## config.mk

```make
export PLATFORM = sky130hd
export DESIGN_NAME = gp_port_regs
export DESIGN_NICKNAME = d
export VERILOG_FILES = /design/src/gp_pkg.sv /design/src/gp_port_regs.sv
export SDC_FILE = /design/constraint.sdc
export NUM_CORES = 1
export LEC_CHECK = 0
export BUFFER_PORTS_ARGS = -buffer_cell sky130_fd_sc_hd__clkbuf_2
export CAP_MARGIN = 20
export CORE_MARGIN = 2
export CORE_UTILIZATION = 39
export CTS_BUF_LIST = sky130_fd_sc_hd__clkbuf_2 sky130_fd_sc_hd__clkbuf_4 sky130_fd_sc_hd__clkbuf_8
export DETAILED_ROUTE_END_ITERATION = 6
export HOLD_SLACK_MARGIN = 0.05
export SYNTH_ARGS = -nofsm -noshare
export SYNTH_HDL_FRONTEND = slang
export SYNTH_SLANG_ARGS = --single-unit
```

## constraint.sdc

```tcl
create_clock -name aclk -period 3.1 [get_ports aclk]
set_input_delay 0.465 -clock aclk [delete_from_list [all_inputs] [get_ports aclk]]
set_output_delay 0.465 -clock aclk [all_outputs]
set_load 0.005 [all_outputs]
```

## src/gp_pkg.sv

```systemverilog
`default_nettype none
package gp_pkg;
  localparam int unsigned PINS = 8;

  // Register indexes; byte address is four times the index
  localparam logic [5:0] IDX_DRV      = 6'h00;
  localparam logic [5:0] IDX_DRV_SET  = 6'h01;
  localparam logic [5:0] IDX_DRV_CLR  = 6'h02;
  localparam logic [5:0] IDX_DRV_FLIP = 6'h03;
  localparam logic [5:0] IDX_LVL      = 6'h04;
  localparam logic [5:0] IDX_LVL_SET  = 6'h05;
  localparam logic [5:0] IDX_LVL_CLR  = 6'h06;
  localparam logic [5:0] IDX_LVL_FLIP = 6'h07;
  localparam logic [5:0] IDX_IN       = 6'h08;
  localparam logic [5:0] IDX_IRQ_CTL  = 6'h09;
  localparam logic [5:0] IDX_IRQ_SEL  = 6'h0a;
  localparam logic [5:0] IDX_IRQ_FLG  = 6'h0c;
  localparam logic [5:0] IDX_PIN_CFG  = 6'h10;
  localparam logic [5:0] IDX_MULTI    = 6'h20;
  localparam logic [5:0] IDX_VMAP     = 6'h21;
  localparam logic [5:0] IDX_CKEV     = 6'h22;
  localparam logic [5:0] IDX_VWIN     = 6'h30;
  localparam int unsigned VSLOTS      = 4;

  localparam logic [7:0] RST_BYTE = 8'h00;
  localparam logic [1:0] IRQ_LVL_MASK_W = 2'h3;

  // Input and sense codes
  localparam logic [2:0] ISC_BOTH  = 3'h0;
  localparam logic [2:0] ISC_RISE  = 3'h1;
  localparam logic [2:0] ISC_FALL  = 3'h2;
  localparam logic [2:0] ISC_LOW   = 3'h3;
  localparam logic [2:0] ISC_FORCE = 3'h6;
  localparam logic [2:0] ISC_OFF   = 3'h7;

  // Output and pull codes; bit 2 selects a wired mode, bit 0 wired-and
  localparam int unsigned OPC_WIRED_BIT = 2;
  localparam int unsigned OPC_AND_BIT   = 0;

  // Clock and event output control fields
  localparam int unsigned CKEV_CLK_BIT = 0;
  localparam int unsigned CKEV_EV_BIT  = 1;
  localparam int unsigned CKEV_PIN_LSB = 2;

  localparam logic [1:0] RESP_OKAY   = 2'h0;
  localparam logic [1:0] RESP_SLVERR = 2'h2;

  typedef struct packed {
    logic       rsv;
    logic       inven;
    logic [2:0] opc;
    logic [2:0] isc;
  } gp_pin_cfg_s;

  typedef struct packed {
    logic [7:0]       drv;
    logic [7:0]       lvl;
    logic [7:0]       sync1;
    logic [7:0]       sync2;
    logic [7:0]       sync3;
    logic [7:0]       in_val;
    logic [7:0]       flags;
    logic [1:0]       irq_lvl_cfg;
    logic [7:0]       irq_sel;
    gp_pin_cfg_s [7:0] cfg;
    logic [7:0]       multi;
    logic [3:0]       vmap;
    logic [4:0]       ckev;
    logic             clk_tog;
    logic             ev_q;
    logic [7:0]       pin_o;
    logic [7:0]       pin_oe;
    logic             irq_req;
    logic [1:0]       irq_level;
    logic             aw_have;
    logic [5:0]       aw_idx;
    logic             w_have;
    logic [7:0]       wdata;
    logic             wlane0;
    logic             awready;
    logic             wready;
    logic             bvalid;
    logic [1:0]       bresp;
    logic             arready;
    logic             rvalid;
    logic [7:0]       rdata;
    logic [1:0]       rresp;
  } gp_state_s;
endpackage
`default_nettype wire

```

## src/gp_port_regs.sv

```systemverilog
// Overview of operation
// Direction bit one makes pin output
// Direction-set alias sets written-one bits
// Direction-clear alias clears written-one bits
// Direction-flip alias inverts written-one bits
// Direction aliases read back direction register
// Output-value bit drives pin high/low
// Output value matters only for outputs
// Output-set alias sets written-one bits
// Output-clear alias clears written-one bits
// Output-flip alias inverts written-one bits
// Output aliases read back output register
// Input register shows enabled pin levels
// Disabled input buffer: no sampling, no level
// Level field enables irq, picks priority
// Software writes zero to reserved control bits
// Source-select bit admits pin to irq
// Sense match sets flag; one clears
// Clock or event zero to chosen pin
// Event stays on pin while it lasts
// Pin config write applies to masked pins
// Virtual port write equals real write
// Four virtual port mappings exist
// Reserved control bits read zero, ignored
`timescale 1ns/1ns
`default_nettype none
module gp_port_regs #(
  parameter logic [1:0] PORT_ID = 2'h0
) (
  input  wire logic        aclk,
  input  wire logic        aresetn,
  input  wire logic [7:0]  s_axi_awaddr,
  input  wire logic [2:0]  s_axi_awprot,
  input  wire logic        s_axi_awvalid,
  output logic             s_axi_awready,
  input  wire logic [31:0] s_axi_wdata,
  input  wire logic [3:0]  s_axi_wstrb,
  input  wire logic        s_axi_wvalid,
  output logic             s_axi_wready,
  output logic [1:0]       s_axi_bresp,
  output logic             s_axi_bvalid,
  input  wire logic        s_axi_bready,
  input  wire logic [7:0]  s_axi_araddr,
  input  wire logic [2:0]  s_axi_arprot,
  input  wire logic        s_axi_arvalid,
  output logic             s_axi_arready,
  output logic [31:0]      s_axi_rdata,
  output logic [1:0]       s_axi_rresp,
  output logic             s_axi_rvalid,
  input  wire logic        s_axi_rready,
  input  wire logic [7:0]  pin_i,
  output logic [7:0]       pin_o,
  output logic [7:0]       pin_oe,
  input  wire logic        event_ch0,
  output logic             irq_req,
  output logic [1:0]       irq_level
);

  gp_pkg::gp_state_s st_reg;
  gp_pkg::gp_state_s st_next;

  // Virtual window index to real register index
  function automatic logic [5:0] map_index(input logic [5:0] idx, input logic [3:0] vmap);
    logic [5:0] res;
    logic [1:0] slot;
    logic [1:0] entry;
    res   = idx;
    slot  = idx[3:2];
    entry = idx[1:0];
    if (idx >= gp_pkg::IDX_VWIN && vmap[slot]) begin
      unique case (entry)
        2'h0: res = gp_pkg::IDX_DRV;
        2'h1: res = gp_pkg::IDX_LVL;
        2'h2: res = gp_pkg::IDX_IN;
        2'h3: res = gp_pkg::IDX_IRQ_FLG;
      endcase
    end
    return res;
  endfunction

  function automatic logic is_mapped(input logic [5:0] idx);
    return (idx <= gp_pkg::IDX_IRQ_SEL) || (idx == gp_pkg::IDX_IRQ_FLG) ||
           (idx >= gp_pkg::IDX_PIN_CFG && idx < gp_pkg::IDX_PIN_CFG + 6'h08) ||
           (idx >= gp_pkg::IDX_MULTI && idx <= gp_pkg::IDX_CKEV);
  endfunction

  // Set, clear, flip or plain store chosen by the alias offset
  function automatic logic [7:0] alias_write(
    input logic [7:0] cur,
    input logic [7:0] d,
    input logic [1:0] op
  );
    logic [7:0] res;
    res = d;
    unique case (op)
      2'h0: res = d;
      2'h1: res = cur | d;
      2'h2: res = cur & ~d;
      2'h3: res = cur ^ d;
    endcase
    return res;
  endfunction

  function automatic logic [7:0] read_reg(input gp_pkg::gp_state_s s, input logic [5:0] idx);
    logic [7:0] res;
    res = gp_pkg::RST_BYTE;
    if (idx <= gp_pkg::IDX_DRV_FLIP) begin
      res = s.drv;
    end else if (idx <= gp_pkg::IDX_LVL_FLIP) begin
      res = s.lvl;
    end else if (idx == gp_pkg::IDX_IN) begin
      res = s.in_val;
    end else if (idx == gp_pkg::IDX_IRQ_CTL) begin
      res = {6'h00, s.irq_lvl_cfg};
    end else if (idx == gp_pkg::IDX_IRQ_SEL) begin
      res = s.irq_sel;
    end else if (idx == gp_pkg::IDX_IRQ_FLG) begin
      res = s.flags;
    end else if (idx >= gp_pkg::IDX_PIN_CFG && idx < gp_pkg::IDX_PIN_CFG + 6'h08) begin
      res = {1'b0, s.cfg[idx[2:0]][6:0]};
    end else if (idx == gp_pkg::IDX_MULTI) begin
      res = s.multi;
    end else if (idx == gp_pkg::IDX_VMAP) begin
      res = {4'h0, s.vmap};
    end else if (idx == gp_pkg::IDX_CKEV) begin
      res = {3'h0, s.ckev};
    end
    return res;
  endfunction

  logic [5:0] aw_idx_in;
  logic [5:0] ar_idx_in;
  logic [5:0] wr_idx;
  logic [5:0] rd_idx;
  logic [7:0] flag_set;
  logic [7:0] flag_clr;
  logic       do_wr;
  logic       bad_wr;

  assign aw_idx_in = s_axi_awaddr[7:2];
  assign ar_idx_in = s_axi_araddr[7:2];

  always_comb begin
    gp_pkg::gp_state_s n;
    logic       nv;
    logic       ov;
    logic       hit;
    logic       v;
    logic [2:0] ck_pin;
    n        = st_reg;
    nv       = 1'b0;
    ov       = 1'b0;
    hit      = 1'b0;
    v        = 1'b0;
    ck_pin   = 3'h0;
    flag_set = 8'h00;
    flag_clr = 8'h00;
    wr_idx   = map_index(st_reg.aw_idx, st_reg.vmap);
    rd_idx   = map_index(ar_idx_in, st_reg.vmap);
    do_wr    = st_reg.aw_have && st_reg.w_have && !st_reg.bvalid;
    bad_wr   = !is_mapped(wr_idx);

    // Write address and data are taken independently
    if (s_axi_awvalid && st_reg.awready) begin
      n.aw_have = 1'b1;
      n.aw_idx  = aw_idx_in;
    end
    if (s_axi_wvalid && st_reg.wready) begin
      n.w_have = 1'b1;
      n.wdata  = s_axi_wdata[7:0];
      n.wlane0 = s_axi_wstrb[0];
    end

    if (do_wr) begin
      n.aw_have = 1'b0;
      n.w_have  = 1'b0;
      n.bvalid  = 1'b1;
      n.bresp   = bad_wr ? gp_pkg::RESP_SLVERR : gp_pkg::RESP_OKAY;
      if (st_reg.wlane0 && !bad_wr) begin
        if (wr_idx <= gp_pkg::IDX_DRV_FLIP) begin
          n.drv = alias_write(st_reg.drv, st_reg.wdata, wr_idx[1:0]);
        end else if (wr_idx <= gp_pkg::IDX_LVL_FLIP) begin
          n.lvl = alias_write(st_reg.lvl, st_reg.wdata, wr_idx[1:0]);
        end else if (wr_idx == gp_pkg::IDX_IRQ_CTL) begin
          n.irq_lvl_cfg = st_reg.wdata[1:0] & gp_pkg::IRQ_LVL_MASK_W;
        end else if (wr_idx == gp_pkg::IDX_IRQ_SEL) begin
          n.irq_sel = st_reg.wdata;
        end else if (wr_idx == gp_pkg::IDX_IRQ_FLG) begin
          flag_clr = st_reg.wdata;
        end else if (wr_idx >= gp_pkg::IDX_PIN_CFG && wr_idx < gp_pkg::IDX_MULTI) begin
          for (int i = 0; i < gp_pkg::PINS; i++) begin
            if ((st_reg.multi == 8'h00) ? (wr_idx[2:0] == 3'(i)) : st_reg.multi[i]) begin
              n.cfg[i] = {1'b0, st_reg.wdata[6:0]};
            end
          end
        end else if (wr_idx == gp_pkg::IDX_MULTI) begin
          n.multi = st_reg.wdata;
        end else if (wr_idx == gp_pkg::IDX_VMAP) begin
          n.vmap = st_reg.wdata[3:0];
        end else if (wr_idx == gp_pkg::IDX_CKEV) begin
          n.ckev = st_reg.wdata[4:0];
        end
      end
    end
    if (st_reg.bvalid && s_axi_bready) begin
      n.bvalid = 1'b0;
    end

    // Read is answered one cycle after the address is taken
    if (s_axi_arvalid && st_reg.arready) begin
      n.rvalid = 1'b1;
      n.rdata  = read_reg(st_reg, rd_idx);
      n.rresp  = is_mapped(rd_idx) ? gp_pkg::RESP_OKAY : gp_pkg::RESP_SLVERR;
    end else if (st_reg.rvalid && s_axi_rready) begin
      n.rvalid = 1'b0;
    end

    // Three-stage synchroniser; a level counts once stages two and three agree
    n.sync1 = pin_i;
    n.sync2 = st_reg.sync1;
    n.sync3 = st_reg.sync2;
    for (int i = 0; i < gp_pkg::PINS; i++) begin
      ov  = st_reg.in_val[i];
      nv  = ov;
      hit = 1'b0;
      if (st_reg.cfg[i].isc == gp_pkg::ISC_OFF) begin
        nv = 1'b0;
      end else if (st_reg.sync2[i] == st_reg.sync3[i]) begin
        nv = st_reg.sync3[i] ^ st_reg.cfg[i].inven;
      end
      n.in_val[i] = nv;
      if (st_reg.cfg[i].isc != gp_pkg::ISC_OFF) begin
        unique case (st_reg.cfg[i].isc)
          gp_pkg::ISC_BOTH,
          gp_pkg::ISC_FORCE: hit = nv != ov;
          gp_pkg::ISC_RISE:  hit = nv && !ov;
          gp_pkg::ISC_FALL:  hit = !nv && ov;
          gp_pkg::ISC_LOW:   hit = !nv;
          default:           hit = 1'b0;
        endcase
      end
      flag_set[i] = hit && st_reg.irq_sel[i];
    end
    // A new sense hit outranks a clear in the same cycle
    n.flags = (st_reg.flags & ~flag_clr) | flag_set;

    n.irq_req   = (n.irq_lvl_cfg != 2'h0) && (n.flags != 8'h00);
    n.irq_level = n.irq_req ? n.irq_lvl_cfg : 2'h0;

    // Clock out is a flop toggle, so it runs at half the bus clock
    n.clk_tog = !st_reg.clk_tog;
    n.ev_q    = event_ch0;
    ck_pin    = n.ckev[gp_pkg::CKEV_PIN_LSB +: 3];
    for (int i = 0; i < gp_pkg::PINS; i++) begin
      v = n.lvl[i] ^ n.cfg[i].inven;
      n.pin_o[i]  = v;
      n.pin_oe[i] = n.drv[i];
      if (n.cfg[i].opc[gp_pkg::OPC_WIRED_BIT]) begin
        // Wired modes release the pin for the level the pull provides
        n.pin_oe[i] = n.drv[i] && (n.cfg[i].opc[gp_pkg::OPC_AND_BIT] ? !v : v);
      end
      if (ck_pin == 3'(i)) begin
        if (n.ckev[gp_pkg::CKEV_CLK_BIT]) begin
          n.pin_o[i]  = n.clk_tog;
          n.pin_oe[i] = 1'b1;
        end else if (n.ckev[gp_pkg::CKEV_EV_BIT]) begin
          n.pin_o[i]  = n.ev_q;
          n.pin_oe[i] = 1'b1;
        end
      end
    end

    n.awready = !n.aw_have && !n.bvalid;
    n.wready  = !n.w_have && !n.bvalid;
    n.arready = !n.rvalid;
    st_next   = n;
  end

  always_ff @(posedge aclk) begin
    if (!aresetn) begin
      st_reg <= '0;
    end else begin
      st_reg <= st_next;
    end
  end

  assign s_axi_awready = st_reg.awready;
  assign s_axi_wready  = st_reg.wready;
  assign s_axi_bvalid  = st_reg.bvalid;
  assign s_axi_bresp   = st_reg.bresp;
  assign s_axi_arready = st_reg.arready;
  assign s_axi_rvalid  = st_reg.rvalid;
  assign s_axi_rresp   = st_reg.rresp;
  assign s_axi_rdata   = {24'h000000, st_reg.rdata};
  assign pin_o         = st_reg.pin_o;
  assign pin_oe        = st_reg.pin_oe;
  assign irq_req       = st_reg.irq_req;
  assign irq_level     = st_reg.irq_level;

endmodule
`default_nettype wire

```

==> results by group <==
Critical path
  – Critical path fanouts, max: 23
  – Crit-path slowest cell: dfxtp_1
  – CP Data Arrival Time: 3300 ps
  – Worst stage delay on the critical path: 570 ps
  – Buf/Inv on CP: 1
  – CP Capture Type: flop
  – Crit path required time: 3520 ps
  – Startpoint types: flop
  – CP Class: reg2reg
  – Largest delay contributor family on the critical path: simple AND/OR/NAND/NOR gates
  – Crit-path cells: mux2i_4 > o22ai_4 > buf_12 > nor2_1 > o221ai_1 > or3_1 > o31ai_2 > or3b_1 > nand3_1

GRT
  – Largest net degree at the start of global routing: 54
  – Vias in the first global route: 9289
  – Initial antenna violation count: 1
  – Grt ovf: 0
  – Tot GR Track Use: 24.4%
  – First-pass GRT wire length: 54300 um

Clock network
  – Root buf cell: clkbuf_8
  – CTS Sinks: 191
  – CTS tree: yes
  – Setup Buffers After CTS: 0
  – Clock Latency Late Sink: 490 ps
  – Resize count post-CTS: 0
  – Clock buffer depth: 2
  – H-Tree Depth: 4
  – TritonCTS buffer count: 17
  – Post-CTS Hold Fix Bufs: 0
  – CTS clk-pin slew, worst paths: 110 ps

Synthesis
  – Primary FF master, synth: dfxtp_1
  – Syn Std Cell Area: 0.0110 mm2
  – Synthesis Warnings: 0
  – Fraction of registers with async set/reset: 0%
  – Register area share after synthesis: 34.9%
  – EDFF count, synth: 0
  – Post-synth top area cell: dfxtp_1
  – Most common cell in the netlist: dfxtp_1
  – Synth Instances: 1348
  – Synth area leaders: dfxtp_1 (35%), nor2_1 (6.0%), mux2i_1 (5.8%)
  – Syn_area_per_cell: 8.14 um2
  – #FFs+latches synth: 191
  – Unique masters post-synth: 91
  – Area share of the largest cell type after synthesis: 34.9%
  – Most frequent cells after synthesis: dfxtp_1 (191), nor2_1 (174), a21oi_1 (122), nand2_1 (107), mux2i_1 (64)

Floorplanning
  – Die outline height: 172 um
  – Die W: 172 um
  – Io pins: 134
  – # rows: 61
  – Die Area: 0.0295 mm2
  – Core Area: 0.0277 mm2
  – Initial Utilization: 39.6%

STA
  – Fmax: 0.348 GHz
  – Clock Skews: 19.8 ps
  – Hold slack: 176 ps
  – RSZ-0062 raised after global routing: false
  – Worst Max-Slew Pin Slew: 934 ps
  – Setup_tns: 0 ps
  – Slew margin rel.: 37.2%
  – Final Hold Fails: 0
  – Setup ws final: 227 ps
  – Min cycle time layout: 2870 ps
  – # setup viols final: 0
  – Final period util: 92.7%
  – Final Max Slew Viols: 0

Status
  – Status: completed

Finish
  – Nets@finish: 1538
  – Syn-to-layout area delta: 11.6%
  – Largest register FFs: 141
  – Fraction of layout cells with a size suffix above 1: 16.9%
  – Fin util: 44.2%

Detailed routing
  – DRC viols: 0
  – Antenna-violating nets left: 0
  – Vias/cell: 5.62
  – DRT iter0 DRCs: 893
  – Vias after detailed routing: 10200
  – DRT Wirelength: 35700 um
  – Router iterations before antenna repair: 5
  – Post-DR wirelength/cell: 19.8 um

Pwr
  – Maximum vdd drop: 0.221 mV
  – Leakage: 4.54 nW
  – Power density over the cells: 383 mW/mm2
  – Design Power: 4.70 mW

Min path
  – Hold/Removal Path Class: in2reg

Placement
  – PortBufs: 70
  – Pre-CTS setup slack: 77.8 ps
  – Placer Congestion: 0.920
  – DP Wirelength: 26200 um

Flow run
  – Maxcap violations: 0
## cell type report
| type | count | area (um2) |
|---|---|---|
| Multi-Input combinational cell | 993 | 6290 |
| Timing Repair Buffer | 155 | 1040 |
| Fill cell | 2807 | 15500 |
| Tap cell | 378 | 473 |
| Inverter | 58 | 220 |
| Clock inverter | 14 | 150 |
| Clock buffer | 18 | 248 |
| Antenna cell | 1 | 2.50 |
| Sequential cell | 191 | 3820 |
## worst register-to-register path, cell delays in order, from the launching register on
cell and delay (ps):
dfxtp_1 570, mux2i_4 440, o22ai_4 180, buf_12 190, nor2_1 330, o221ai_1 150, or3_1 360, o31ai_2 110
or3b_1 380, nand3_1 90
## per-layer routing
metal / vias up / wire length, um / track usage [%]
met5: - / 11 / 0
met4: 2 / 1080 / 9.10
met3: 63 / 2820 / 3.77
met2: 422 / 15700 / 37.6
met1: 4834 / 16100 / 34.3
li1: 4837 / - / -
## kinds of logic (layout without fill, tap and decap cells)
logic type      count (synthesis)  count (layout)  synth area share, %
compound gates                373             373                 22.6
xor+xnor                       11              11                0.947
fa+ha+maj                      48              48                 5.48
buf+inv                       189             245                 8.68
flops                         191             191                 34.9
mux                            78              78                 7.61
other cells                     1              27               0.0342
simple gates                  457             457                 19.8
## path summary, 6_finish.rpt
path	startpoint	cells past startpoint	slack [ps]	to
max	st_reg[30]	9	230	pin_oe[1]
min	pin_i[2]	2	180	st_next[172]
max reg2reg	st_reg[30]	9	230	pin_oe[1]
min reg2reg	st_reg[54]	1	430	st_reg[54]
## metrics by stage
| step | area, um2 | cells |
|---|---|---|
| 6_report | 12200 | 1808 |
| 4_1_cts | 12200 | 1807 |
| 5_1_grt | 12200 | 1807 |
| 2_1_floorplan | 11100 | 1373 |
| 3_5_place_dp | 11800 | 1775 |
| 3_3_place_gp | 11800 | 1775 |
## power breakdown
group / switching [mW] / internal, mW
combinational: 0.298 / 0.159
sequential: 0.0321 / 2.49
clock: 1.03 / 0.687
total: 1.36 / 3.34
## cells in the final DEF, fill, tap and decap left out, drive strengths merged, types with 12 or more instances in the layout
cell type  instances
a21oi            124
a22oi             23
a31oi             17
a32oi             22
and2              31
buf               85
clkbuf            88
conb              26
dfxtp            191
ha                48
inv               63
mux2i             67
nand2            108
nand3             46
nor2             179
nor2b             19
nor3              13
o211ai            14
o21ai             68
o221ai            12
o22ai             21
o31ai             15
Note: power is estimated with default switching activity, not from simulation.
